### src/common/bip_pkg.sv
/*
  Shared constants and types of the boot image block parser.
  Assumes a single 50 MHz system clock and an asynchronous active-low reset.
*/
package bip_pkg;

  // ---------------------------------------------------------------------
  // Image layout
  // ---------------------------------------------------------------------
  localparam int unsigned HDR_BYTES      = 12;
  localparam int unsigned LEN_HI_IDX     = 8;
  localparam int unsigned LEN_LO_IDX     = 9;
  localparam int unsigned SUM_FIRST_IDX  = 2;
  localparam int unsigned TRAILER_BYTES  = 4;
  localparam int unsigned COEF_BYTES     = 4;
  localparam int unsigned DMEM_BYTES     = 6;
  localparam int unsigned COEF_VALID_MSB = 27;
  localparam int unsigned TERM_BYTES     = 20;
  localparam logic [15:0] TERM_TAG       = 16'h001F;
  localparam logic [15:0] TERM_LEN       = 16'h0000;
  localparam int unsigned WORD_W         = 48;
  localparam int unsigned FIFO_DEPTH     = 8;

  // ---------------------------------------------------------------------
  // Types
  // ---------------------------------------------------------------------
  typedef enum logic [1:0] {
    BIP_KIND_COEF = 2'h0,
    BIP_KIND_DMEM = 2'h1
  } bip_kind_t;

  typedef enum logic [4:0] {
    BIP_ST_HDR  = 5'h01,
    BIP_ST_PAY  = 5'h02,
    BIP_ST_TRL  = 5'h04,
    BIP_ST_TERM = 5'h08,
    BIP_ST_DONE = 5'h10
  } bip_state_t;

endpackage : bip_pkg

### src/common/bip_word_if.sv
/*
  Word stream carrier between the parser core and its output FIFO.
  Assumes both ends sit in the one system clock domain.
*/
interface bip_word_if #(
  parameter int W = 50
);
  logic         valid;
  logic         ready;
  logic [W-1:0] data;

  modport src (output valid, output data, input ready);
  modport snk (input valid, input data, output ready);
endinterface : bip_word_if

### src/rtl/bip_parser.sv
/*
  Boot image block parser: takes the image byte stream read from serial
  memory, splits it into header, payload and trailer, assembles coefficient
  and data memory words, checks the trailer checksum and spots termination.
  Assumes the byte source is synchronous to mclk and the block kind for the
  block in progress is given on blk_kind while the header arrives.
*/
// Notes on behaviour
// - Coefficient word is four bytes, LSB first; only bits 27..0 meaningful.
// - Fourth coefficient byte lands in bits 31..24, earlier bytes lower.
// - Data memory word is six bytes, first byte holds bits 7..0.
// - Sixth data byte lands in bits 47..40, giving a 48-bit word.
// - Trailer at N+12: two zero bytes, checksum high, checksum low.
// - Checksum covers bytes 2 through N+11.
// - Coefficient payload starts at 12; N is four times word count.
// - Length field is 12 + payload + trailer; zero marks termination.
// - Termination block is 20 bytes: 0000, 001F, then sixteen zeros.
module bip_parser #(
  parameter int W     = bip_pkg::WORD_W,
  parameter int DEPTH = bip_pkg::FIFO_DEPTH
) (
  input  wire logic         mclk,        // System clock, 50 MHz.
  input  wire logic         rst_n,       // Asynchronous reset, active low.
  input  wire logic         in_valid,    // Image byte offered.
  input  wire logic [7:0]   in_byte,     // Image byte.
  output logic              in_ready,    // Parser takes the byte.
  input  wire logic         blk_kind,    // 0 coefficient block, 1 data block.
  output logic              word_valid,  // Assembled word available.
  output logic [W-1:0]      word_data,   // Assembled word.
  output logic              word_is_dmem,// Word belongs to data memory.
  input  wire logic         word_ready,  // Consumer takes the word.
  output logic              blk_done,    // Pulse: block trailer checked.
  output logic              sum_err,     // Pulse: checksum mismatch.
  output logic              fmt_err,     // Pulse: malformed block.
  output logic              image_done   // Level: termination seen.
);
  // ---------------------------------------------------------------------
  // State
  // ---------------------------------------------------------------------
  typedef struct packed {
    bip_pkg::bip_state_t st;
    logic [15:0]         idx;
    logic [15:0]         len;
    logic                kind;
    logic [2:0]          lane;
    logic [W-1:0]        acc;
    logic                push;
    logic [W-1:0]        push_data;
    logic                push_dmem;
    logic [15:0]         csum_rx;
    logic                blk_done;
    logic                sum_err;
    logic                fmt_err;
    logic                img_done;
    logic                rdy;
  } bip_st_t;

  bip_st_t     st_reg, st_next;
  logic [15:0] sum;
  logic        take;
  logic        sum_clr;
  logic        sum_add;
  logic [15:0] pay_end;
  logic [2:0]  lanes;
  logic        fifo_valid;
  logic [W:0]  fifo_data;

  bip_word_if #(.W(W+1)) wq ();

  // Back-pressure: a pending word stalls byte intake until the FIFO takes it.
  assign take     = in_valid & in_ready;
  assign in_ready = st_reg.rdy;
  assign wq.valid = st_reg.push;
  assign wq.data  = {st_reg.push_dmem, st_reg.push_data};

  // Payload ends where the length field less the trailer says.
  assign pay_end = st_reg.len - 16'(bip_pkg::TRAILER_BYTES);
  assign lanes   = st_reg.kind ? 3'(bip_pkg::DMEM_BYTES)
                               : 3'(bip_pkg::COEF_BYTES);
  assign sum_clr = (st_reg.st == bip_pkg::BIP_ST_HDR) && (st_reg.idx == 16'h0000);
  assign sum_add = take && (st_reg.idx >= 16'(bip_pkg::SUM_FIRST_IDX))
                   && (st_reg.st != bip_pkg::BIP_ST_TRL)
                   && (st_reg.st != bip_pkg::BIP_ST_TERM);

  // ---------------------------------------------------------------------
  // Next state
  // ---------------------------------------------------------------------
  always_comb begin
    st_next          = st_reg;
    st_next.blk_done = 1'b0;
    st_next.sum_err  = 1'b0;
    st_next.fmt_err  = 1'b0;
    if (st_reg.push && wq.ready) begin
      st_next.push = 1'b0;
    end
    if (take) begin
      st_next.idx = st_reg.idx + 16'h0001;
      unique case (st_reg.st)
        bip_pkg::BIP_ST_HDR: begin
          if (st_reg.idx == 16'h0000) begin
            st_next.kind = blk_kind;
          end
          if (st_reg.idx == 16'(bip_pkg::LEN_HI_IDX)) begin
            st_next.len[15:8] = in_byte;
          end
          if (st_reg.idx == 16'(bip_pkg::LEN_LO_IDX)) begin
            st_next.len[7:0] = in_byte;
          end
          if (st_reg.idx == 16'(bip_pkg::HDR_BYTES - 1)) begin
            st_next.lane = 3'h0;
            st_next.acc  = '0;
            if (st_reg.len == bip_pkg::TERM_LEN) begin
              st_next.st = bip_pkg::BIP_ST_TERM;
            end else if (st_reg.len < 16'(bip_pkg::HDR_BYTES + bip_pkg::TRAILER_BYTES)) begin
              st_next.fmt_err = 1'b1;
              st_next.idx     = 16'h0000;
            end else begin
              st_next.st = bip_pkg::BIP_ST_PAY;
            end
          end
        end
        bip_pkg::BIP_ST_PAY: begin
          // Each byte fills the next higher lane, LSB first.
          st_next.acc[8*st_reg.lane +: 8] = in_byte;
          st_next.lane = st_reg.lane + 3'h1;
          if (st_reg.lane == lanes - 3'h1) begin
            st_next.lane      = 3'h0;
            st_next.acc       = '0;
            st_next.push      = 1'b1;
            st_next.push_dmem = st_reg.kind;
            st_next.push_data = st_reg.acc;
            st_next.push_data[8*st_reg.lane +: 8] = in_byte;
            if (!st_reg.kind) begin
              // Coefficient memory keeps only the valid low bits.
              st_next.push_data[W-1:bip_pkg::COEF_VALID_MSB+1] = '0;
            end
          end
          if (st_reg.idx == pay_end - 16'h0001) begin
            st_next.st = bip_pkg::BIP_ST_TRL;
            if (st_reg.lane != lanes - 3'h1) begin
              st_next.fmt_err = 1'b1;
            end
          end
        end
        bip_pkg::BIP_ST_TRL: begin
          // Trailer: 00, 00, checksum high, checksum low.
          if (st_reg.idx < pay_end + 16'h0002 && in_byte != 8'h00) begin
            st_next.fmt_err = 1'b1;
          end
          if (st_reg.idx == pay_end + 16'h0002) begin
            st_next.csum_rx[15:8] = in_byte;
          end
          if (st_reg.idx == pay_end + 16'h0003) begin
            st_next.blk_done = 1'b1;
            st_next.sum_err  = ({st_reg.csum_rx[15:8], in_byte} != sum);
            st_next.st       = bip_pkg::BIP_ST_HDR;
            st_next.idx      = 16'h0000;
          end
        end
        bip_pkg::BIP_ST_TERM: begin
          // Bytes 12..19 of the termination block must all be zero.
          if (in_byte != 8'h00) begin
            st_next.fmt_err = 1'b1;
          end
          if (st_reg.idx == 16'(bip_pkg::TERM_BYTES - 1)) begin
            st_next.st       = bip_pkg::BIP_ST_DONE;
            st_next.img_done = 1'b1;
          end
        end
        bip_pkg::BIP_ST_DONE: begin
          st_next.st = bip_pkg::BIP_ST_DONE;
        end
        default: begin
          st_next.st = bip_pkg::BIP_ST_HDR;
        end
      endcase
      // Header bytes 0..3 of a termination block read 0000 then 001F.
      if (st_reg.st == bip_pkg::BIP_ST_HDR && st_reg.len == bip_pkg::TERM_LEN
          && st_reg.idx == 16'(bip_pkg::HDR_BYTES - 1)) begin
        st_next.fmt_err = st_reg.csum_rx != bip_pkg::TERM_TAG;
      end
      // Once either of the first two bytes is seen to be nonzero the marker must survive.
      if (st_reg.st == bip_pkg::BIP_ST_HDR && st_reg.idx < 16'h0004
          && !(st_reg.idx >= 16'h0002 && st_reg.csum_rx == 16'hFFFF)) begin
        st_next.csum_rx = {st_reg.csum_rx[7:0], in_byte};
      end
      if (st_reg.st == bip_pkg::BIP_ST_HDR && st_reg.idx == 16'h0001
          && {st_reg.csum_rx[7:0], in_byte} != 16'h0000) begin
        st_next.csum_rx = 16'hFFFF;
      end
    end
    // Intake ready is kept in a flop so the port comes straight from a register.
    st_next.rdy = ~st_next.push & (st_next.st != bip_pkg::BIP_ST_DONE);
  end

  always_ff @(posedge mclk or negedge rst_n) begin
    if (!rst_n) begin
      st_reg     <= '0;
      st_reg.st  <= bip_pkg::BIP_ST_HDR;
      st_reg.rdy <= 1'b1;
    end else begin
      st_reg <= st_next;
    end
  end

  // ---------------------------------------------------------------------
  // Helpers
  // ---------------------------------------------------------------------
  bip_sum u_sum (
    .mclk    (mclk),
    .rst_n   (rst_n),
    .clr     (sum_clr),
    .add     (sum_add),
    .byte_in (in_byte),
    .sum     (sum)
  );

  bip_fifo #(.W(W+1), .DEPTH(DEPTH)) u_fifo (
    .mclk     (mclk),
    .rst_n    (rst_n),
    .wr       (wq),
    .rd_valid (fifo_valid),
    .rd_ready (word_ready),
    .rd_data  (fifo_data)
  );

  assign word_valid   = fifo_valid;
  assign word_data    = fifo_data[W-1:0];
  assign word_is_dmem = fifo_data[W];
  assign blk_done     = st_reg.blk_done;
  assign sum_err      = st_reg.sum_err;
  assign fmt_err      = st_reg.fmt_err;
  assign image_done   = st_reg.img_done;
endmodule // bip_parser

### src/rtl/bip_fifo.sv
/*
  Small synchronous FIFO with valid and ready on both sides.
  Assumes one clock; the read data is the storage entry at the read pointer, selected without an output register.
*/
module bip_fifo #(
  parameter int W     = 50,
  parameter int DEPTH = 8
) (
  input  wire logic mclk,     // System clock.
  input  wire logic rst_n,    // Asynchronous reset, active low.
  bip_word_if.snk   wr,       // Filling side.
  output logic         rd_valid, // Head word is valid.
  input  wire logic    rd_ready, // Drain side accepts the head.
  output logic [W-1:0] rd_data   // Head word.
);
  localparam int AW = $clog2(DEPTH);

  typedef struct packed {
    logic [AW-1:0] wp;
    logic [AW-1:0] rp;
    logic [AW:0]   cnt;
    logic          ne;
  } bip_fifo_st_t;

  bip_fifo_st_t  st_reg, st_next;
  logic [W-1:0]  mem [DEPTH];
  logic          do_wr, do_rd;

  assign wr.ready = (st_reg.cnt != (AW+1)'(DEPTH));
  assign rd_valid = st_reg.ne;
  assign rd_data  = mem[st_reg.rp];
  assign do_wr    = wr.valid & wr.ready;
  assign do_rd    = rd_valid & rd_ready;

  always_comb begin
    st_next = st_reg;
    if (do_wr) begin
      st_next.wp = st_reg.wp + 1'b1;
    end
    if (do_rd) begin
      st_next.rp = st_reg.rp + 1'b1;
    end
    st_next.cnt = st_reg.cnt + (AW+1)'(do_wr) - (AW+1)'(do_rd);
    st_next.ne  = (st_next.cnt != '0);
  end

  always_ff @(posedge mclk or negedge rst_n) begin
    if (!rst_n) begin
      st_reg <= '0;
    end else begin
      st_reg <= st_next;
    end
  end

  always_ff @(posedge mclk) begin
    if (do_wr) begin
      mem[st_reg.wp] <= wr.data;
    end
  end
endmodule // bip_fifo

### src/rtl/bip_sum.sv
/*
  Running 16-bit byte sum over the checksummed span of a block.
  The exact checksum algorithm is not defined here; a plain modular byte sum is used.
*/
module bip_sum (
  input  wire logic        mclk,   // System clock.
  input  wire logic        rst_n,  // Asynchronous reset, active low.
  input  wire logic        clr,    // Restart the sum.
  input  wire logic        add,    // Add byte_in this cycle.
  input  wire logic [7:0]  byte_in,// Byte to add.
  output logic      [15:0] sum     // Running sum.
);
  typedef struct packed {
    logic [15:0] acc;
  } bip_sum_st_t;

  bip_sum_st_t st_reg, st_next;

  always_comb begin
    st_next = st_reg;
    if (clr) begin
      st_next.acc = 16'h0000;
    end else if (add) begin
      st_next.acc = st_reg.acc + {8'h00, byte_in};
    end
  end

  always_ff @(posedge mclk or negedge rst_n) begin
    if (!rst_n) begin
      st_reg <= '0;
    end else begin
      st_reg <= st_next;
    end
  end

  assign sum = st_reg.acc;
endmodule // bip_sum

### config.mk
export PLATFORM = sky130hd
export DESIGN_NAME = bip_parser
export DESIGN_NICKNAME = d
export VERILOG_FILES = /design/src/common/bip_pkg.sv /design/src/common/bip_word_if.sv /design/src/rtl/bip_parser.sv /design/src/rtl/bip_fifo.sv /design/src/rtl/bip_sum.sv
export SDC_FILE = /design/constraint.sdc
export NUM_CORES = 1
export LEC_CHECK = 0
export BUFFER_PORTS_ARGS = -buffer_cell sky130_fd_sc_hd__buf_2
export CAP_MARGIN = 30
export CORE_MARGIN = 1.5
export CORE_UTILIZATION = 25
export CTS_BUF_LIST = sky130_fd_sc_hd__clkbuf_4 sky130_fd_sc_hd__clkbuf_8
export DETAILED_ROUTE_END_ITERATION = 10
export PLACE_DENSITY = 0.43
export SYNTH_ARGS = -nofsm -noshare
export SYNTH_HDL_FRONTEND = slang
export SYNTH_SLANG_ARGS = --single-unit
### constraint.sdc
create_clock -name mclk -period 4.7 [get_ports mclk]
set_clock_uncertainty 0.05 [all_clocks]
set_input_delay 0.47 -clock mclk [delete_from_list [all_inputs] [get_ports mclk]]
set_output_delay 0.47 -clock mclk [all_outputs]
set_load 0.02 [all_outputs]
==> flow_metrics.env, run 1 <==
export IMPL_outcome="complete, no violations"
export IMPL_r2r_setup_slack_ns=0.39
export IMPL_ir_drop_mv=0.2139
export IMPL_rsz0062_at_grt="false"
export IMPL_hold_path_class="in2reg"
export IMPL_dieWidth_um=323.9
export IMPL_cts_root_buf="clkbuf_8"
export IMPL_numClockSinks=579
export IMPL_criticalPathCategory="reg2reg"
export IMPL_setup_violations_final=0
export IMPL_firstDrtPassIters=5
export IMPL_critPathCaptureType="flop"
export IMPL_yosysTopAreaCell="edfxtp_1"
export IMPL_cp_data_arrival_time_ns=4.84
export IMPL_via_per_inst=4.575
export IMPL_cts_tree="done"
export IMPL_synthFlopType="edfxtp_1"
export IMPL_fin_crit_sh=0.9166
export IMPL_syn_nets=1811
export IMPL_initial_core_util=0.2527
export IMPL_synth_edf_count=392
export IMPL_yosys_top_cells_area="edfxtp_1 (46%), dfrtp_1 (18%), mux4_2 (8.6%), mux2_2 (3.0%), xnor2_1 (2.5%)"
export IMPL_synthMostInstantiatedCell="edfxtp_1"
export IMPL_pre_cts_ws_ns=0.3813
export IMPL_via_count=15290
export IMPL_grt_usage=0.1310
export IMPL_period_minus_slack_ns=4.308
export IMPL_r2r_start="st_reg[125]"
export IMPL_yosysWarnings=0
export IMPL_fillers=10320
export IMPL_post_cts_buffers=0
export IMPL_worstPathMaxFanout=16
export IMPL_yosysTopAreaCellShare=0.4571
export IMPL_wl_per_cell_um=20.39
export IMPL_die_h_um=323.9
export IMPL_setup_slack_ns=0.3919
export IMPL_reg2reg_to="st_reg[19]"
export IMPL_core_um2=101900
export IMPL_tns_ns=0
export IMPL_place_hpwl_mm=41.86
export IMPL_fin_nets=1947
export IMPL_drc=0
export IMPL_insertion_delay_ns=0.71
export IMPL_grt_pass1_wl_mm=102.6
export IMPL_multi_input_area_um2=8877
export IMPL_tightest_slew_ns=1.126
export IMPL_worst_setup_path_start_kind="flop"
export IMPL_p_leak_nw=11.24
export IMPL_ys_seq_elements=579
export IMPL_routed_wirelength_mm=68.12
export IMPL_grt_overflow=0
export IMPL_largest_register_ffs=392
export IMPL_antenna_found_initial=4
export IMPL_cts_path_max_buffers=3
export IMPL_layout_drive_gt1_share=0.2475
export IMPL_hold_path_end="u_fifo.st_reg[5]"
export IMPL_synth_distinct_cells=79
export IMPL_r2r_cells=16
export IMPL_async_reset_ff_frac=0.3230
export IMPL_slew_viol_final=0
export IMPL_drtIter0Drc=1038
export IMPL_cp_required_ns=5.24
export IMPL_ant_nets=0
export IMPL_synth_area_um2=25750
export IMPL_hp_start="word_ready"
export IMPL_clk_pin_slew_ns=0.06
export IMPL_fmax_mhz=232.1
export IMPL_finalWeightedCongestion=0.8469
export IMPL_min_path_cells=3
export IMPL_seq_area_um2=16460
export IMPL_io_buffers=67
export IMPL_max_slew_margin_rel=0.2479
export IMPL_synthTopCellsByCount="edfxtp_1 (392), dfrtp_1 (185), nor2_1 (148)"
export IMPL_htree_levels=3
export IMPL_cts_buffers=102
export IMPL_grt_max_degree=75
export IMPL_io_pins=68
export IMPL_synthesis_instances=1750
export IMPL_fp_row_count=117
export IMPL_cap_violations=0
export IMPL_p_per_area_nw_per_um2=470.4
export IMPL_area_delta_synth_final_pct=16.99
export IMPL_dieArea_um2=104900
export IMPL_ys_seq_area_frac=0.6390
export IMPL_avgSynthCellArea_um2=14.71
export IMPL_p_total_mw=14.17
export IMPL_finalHoldViolations=0
export IMPL_grt_pass1_vias=16130
[metrics by stage]
stage	hold slack [ns]	util	std cells	cell area, um^2
after floorplan	0.1244	-	1750	25760
after global placement	0.4069	0.2739	3141	27910
after detailed placement	0.4085	0.2751	3147	28030
after CTS	0.04772	0.2956	3340	30120
after global routing	0.06151	0.2957	3341	30130
final	0.09727	0.2957	3341	30130
[logic make-up (layout without fill, tap and decap cells)]
| kind of cell | count (synthesis) | after routing | share of synthesized area |
|---|---|---|---|
| AOI/OAI and AO/OA | 235 | 235 | 0.06652 |
| DFF | 579 | 579 | 0.6390 |
| xor gates and xnor gates | 106 | 106 | 0.03605 |
| and+or+nand+nor | 463 | 463 | 0.08887 |
| buffers and inverters | 125 | 347 | 0.01934 |
| adders and majority gates | 48 | 48 | 0.02391 |
| other | 0 | 1 | 0 |
| muxes | 194 | 194 | 0.1263 |
[cell type report]
class,instances,share of cell area
Tap cell,1368,0.05682
Clock inverter,48,0.01096
Clock buffer,142,0.05740
Multi-Input combinational cell,1046,0.2947
Antenna cell,1,0.00008307
Inverter,33,0.004112
Timing Repair Buffer,124,0.02945
Sequential cell,579,0.5465
[critical path: stages (launching register included)]
cell	delay [ns]
dfrtp_2	0.50
inv_1	0.12
ha_1	0.29
buf_4	0.20
xnor2_1	0.13
o31ai_1	0.38
and3_1	0.33
nand2_1	0.11
or3_1	0.39
nor3_1	0.22
xnor2_1	0.12
ha_1	0.31
nand4_1	0.12
nor2_1	0.27
a31o_2	0.41
nor2_1	0.07
a31oi_1	0.16
[repair_timing]
action                                  CTS  global route
resized for setup                         0             2
hold endpoints to repair                 73             0
endpoints found under the setup margin    0            17
hold buffers                              3             0
[worst max path at each step]
stage / start / slack [ns] / cells past startpoint / end
floorplan: st_reg[127] / 0.87 / 15 / st_reg[18]
global placement: st_reg[125] / 0.44 / 14 / st_reg[18]
detailed placement: st_reg[125] / 0.38 / 16 / st_reg[19]
CTS: st_reg[125] / 0.27 / 16 / st_reg[19]
global route: st_reg[125] / 0.005 / 16 / st_reg[19]
finish: st_reg[125] / 0.39 / 16 / st_reg[19]
[power by group]
part | switching (mW) | internal, mW | leakage [nW]
clock network | 2.12 | 2.56 | 1.10
registers | 0.344 | 5.67 | 6.18
logic | 1.89 | 1.59 | 3.96
[placed cells by master, fill, tap and decap left out, types with 26 or more instances in the layout]
cell type	n
edfxtp_1	392
dfrtp_1	181
nor2_1	142
nand2_1	117
clkbuf_8	107
mux4_2	98
xnor2_1	73
mux2_2	68
buf_2	67
a22o_1	58
nand3_1	53
ha_1	46
buf_4	46
a31oi_1	43
clkbuf_4	36
xor2_1	33
inv_1	32
a21oi_1	28
mux2i_1	28
o21ai_0	26
clkinv_1	26
[routing by layer]
layer | part of all wire | global-route usage | vias up
met5 | 0.00019 | 0 | -
met4 | 0.029 | 0.04590 | 2
met3 | 0.042 | 0.02279 | 121
met2 | 0.49 | 0.2209 | 356
met1 | 0.44 | 0.1688 | 7799
li1 | - | - | 7007
(Power assumes the default switching activity.)
==> run 2, diff against run 1 <==
--- a/config.mk
+++ b/config.mk
@@ -9,7 +9,7 @@
 export CAP_MARGIN = 30
 export CORE_MARGIN = 1.5
 export CORE_UTILIZATION = 25
-export CTS_BUF_LIST = sky130_fd_sc_hd__clkbuf_4 sky130_fd_sc_hd__clkbuf_8
+export CTS_BUF_LIST = sky130_fd_sc_hd__clkbuf_16
 export DETAILED_ROUTE_END_ITERATION = 10
 export PLACE_DENSITY = 0.43
 export SYNTH_ARGS = -nofsm -noshare
==> run 2 against run 1 <==
Against the previous run: setup slack got worse by 0.0068 ns; power is 4.4% higher; fmax is 0.16% lower; via count shrank 0.91%; worst hold slack improved by 0.041 ns; first-iteration DRC count fell by 5.8%; critical path depth unchanged; largest cell class unchanged; highest routed layer unchanged.
==> flow_metrics.env, run 2 (same netlist as run 1, synthesis figures left out) <==
export IMPL_stdcell_area_um2=30330
export IMPL_period_minus_slack_ns=4.315
export IMPL_layout_drive_gt1_share=0.2218
export IMPL_fin_nets=1912
export IMPL_grt_pass1_vias=15850
export IMPL_routed_wirelength_mm=67.81
export IMPL_die_h_um=323.9
export IMPL_max_slew_margin_rel=0.2503
export IMPL_post_cts_buffers=0
export IMPL_io_buffers=67
export IMPL_tightest_slew_ns=1.122
export IMPL_worstPathMaxFanout=16
export IMPL_worst_setup_path_start_kind="flop"
export IMPL_fin_crit_sh=0.9181
export IMPL_drc=0
export IMPL_tns_ns=0
export IMPL_drtIter0Drc=978
export IMPL_p_leak_nw=11.29
export IMPL_finalWeightedCongestion=0.8469
export IMPL_p_per_area_nw_per_um2=487.8
export IMPL_fp_row_count=117
export IMPL_clk_pin_slew_ns=0.06
export IMPL_place_hpwl_mm=41.86
export IMPL_firstDrtPassIters=8
export IMPL_io_pins=68
export IMPL_rsz0062_at_grt="false"
export IMPL_criticalPathCategory="reg2reg"
export IMPL_hold_path_class="in2reg"
export IMPL_via_count=15150
export IMPL_wl_per_cell_um=20.70
export IMPL_outcome="complete, no violations"
export IMPL_cap_violations=0
export IMPL_finalHoldViolations=0
export IMPL_dpl_instance_area_um2=28030
export IMPL_cp_required_ns=5.15
export IMPL_grt_pass1_wl_mm=102.1
export IMPL_cts_path_max_buffers=3
export IMPL_area_delta_synth_final_pct=17.78
export IMPL_cts_buffers=69
export IMPL_largest_register_ffs=392
export IMPL_via_per_inst=4.623
export IMPL_fillers=10240
export IMPL_antenna_found_initial=3
export IMPL_cts_root_buf="clkbuf_16"
export IMPL_cts_tree="done"
export IMPL_min_path_cells=2
export IMPL_final_cell_mix="edfxtp_1 (392), dfrtp_1 (181), nor2_1 (142)"
export IMPL_final_common_cell="edfxtp_1"
export IMPL_grt_max_degree=75
export IMPL_r2r_cells=16
export IMPL_critPathCaptureType="flop"
export IMPL_initial_core_util=0.2527
export IMPL_grt_usage=0.1303
export IMPL_ir_drop_mv=0.2718
export IMPL_ant_nets=0
export IMPL_cp_startpoint="st_reg[125]"
export IMPL_fmax_mhz=231.8
export IMPL_insertion_delay_ns=0.60
export IMPL_final_util=0.2977
export IMPL_slew_viol_final=0
export IMPL_hp_start="in_byte[4]"
export IMPL_numClockSinks=579
export IMPL_dieArea_um2=104900
export IMPL_setup_violations_final=0
export IMPL_dieWidth_um=323.9
export IMPL_core_um2=101900
export IMPL_cp_data_arrival_time_ns=4.77
export IMPL_htree_levels=3
export IMPL_r2r_start="st_reg[125]"
export IMPL_grt_overflow=0
run 2: cell types whose count changed in the layout (fill, tap and decap cells not counted), moves of 4 or more:
cell and delta:
clkbuf_8 -106, clkbuf_4 -36, bufinv_16 +4, clkinv_1 -9, inv_1 +11, clkbuf_16 +71
run 2: per-layer routing:
layer  global-route usage  wire length [um]
met1               0.1689             30130
met5                    0                13
met4              0.04258              1840
met3              0.02017              2488
met2               0.2218             33340
run 2: worst paths after layout:
| check | endpoint | slack [ns] |
|---|---|---|
| min in group asynchronous | st_reg[137] | 0.43 |
| worst max register to register | st_reg[19] | 0.39 |
| worst max-delay path | st_reg[19] | 0.39 |
| max in group asynchronous | st_reg[44] | 3.00 |
| worst min-delay path | st_reg[135] | 0.14 |
| worst min register to register | image_done | 0.42 |
run 2: area by class of cell:
cell class | count | area (um^2) | share of cell area
diodes | 1 | 2.502 | 0.00008251
repair buffers | 122 | 867.1 | 0.02859
multi-input cells | 1046 | 8877 | 0.2927
clock buffers | 71 | 1777 | 0.05858
flip-flops and latches | 579 | 16460 | 0.5428
clock inverters | 56 | 506.7 | 0.01671
well taps | 1368 | 1712 | 0.05644
inverters | 33 | 123.9 | 0.004084
run 2: report_power, final:
part	internal (mW)	switching, mW	total [mW]
Combinational	1.58	1.90	3.48
Clock	3.15	2.15	5.30
Sequential	5.67	0.344	6.01
Total	10.4	4.39	14.8
run 2: through the flow:
stage                     hold WS [ns]  total power, mW  worst slack (ns)  std cells
final                           0.1381            14.80            0.3851       3276
after CTS                       0.1155            15.12            0.3097       3275
after floorplan                 0.1244            8.502            0.8699       1750
after global placement          0.4069            9.665            0.4378       3141
after global routing            0.1215            15.55           0.03326       3275
after detailed placement        0.4085            9.716            0.3813       3147
run 2: what timing repair did:
| action | 4_1_cts | 5_1_grt |
|---|---|---|
| gates resized for setup | 0 | 2 |
| endpoints found under the setup margin | 0 | 14 |
| endpoints found under the hold margin | 71 | 0 |
| hold buffers | 1 | 0 |
run 2: critical path: stages, from the launching register on:
cell	delay, ns
dfrtp_2	0.50
inv_1	0.12
ha_1	0.29
buf_4	0.20
xnor2_1	0.13
o31ai_1	0.38
and3_1	0.33
nand2_1	0.11
or3_1	0.39
nor3_1	0.23
xnor2_1	0.12
ha_1	0.31
nand4_1	0.12
nor2_1	0.28
a31o_2	0.41
nor2_1	0.07
a31oi_1	0.16
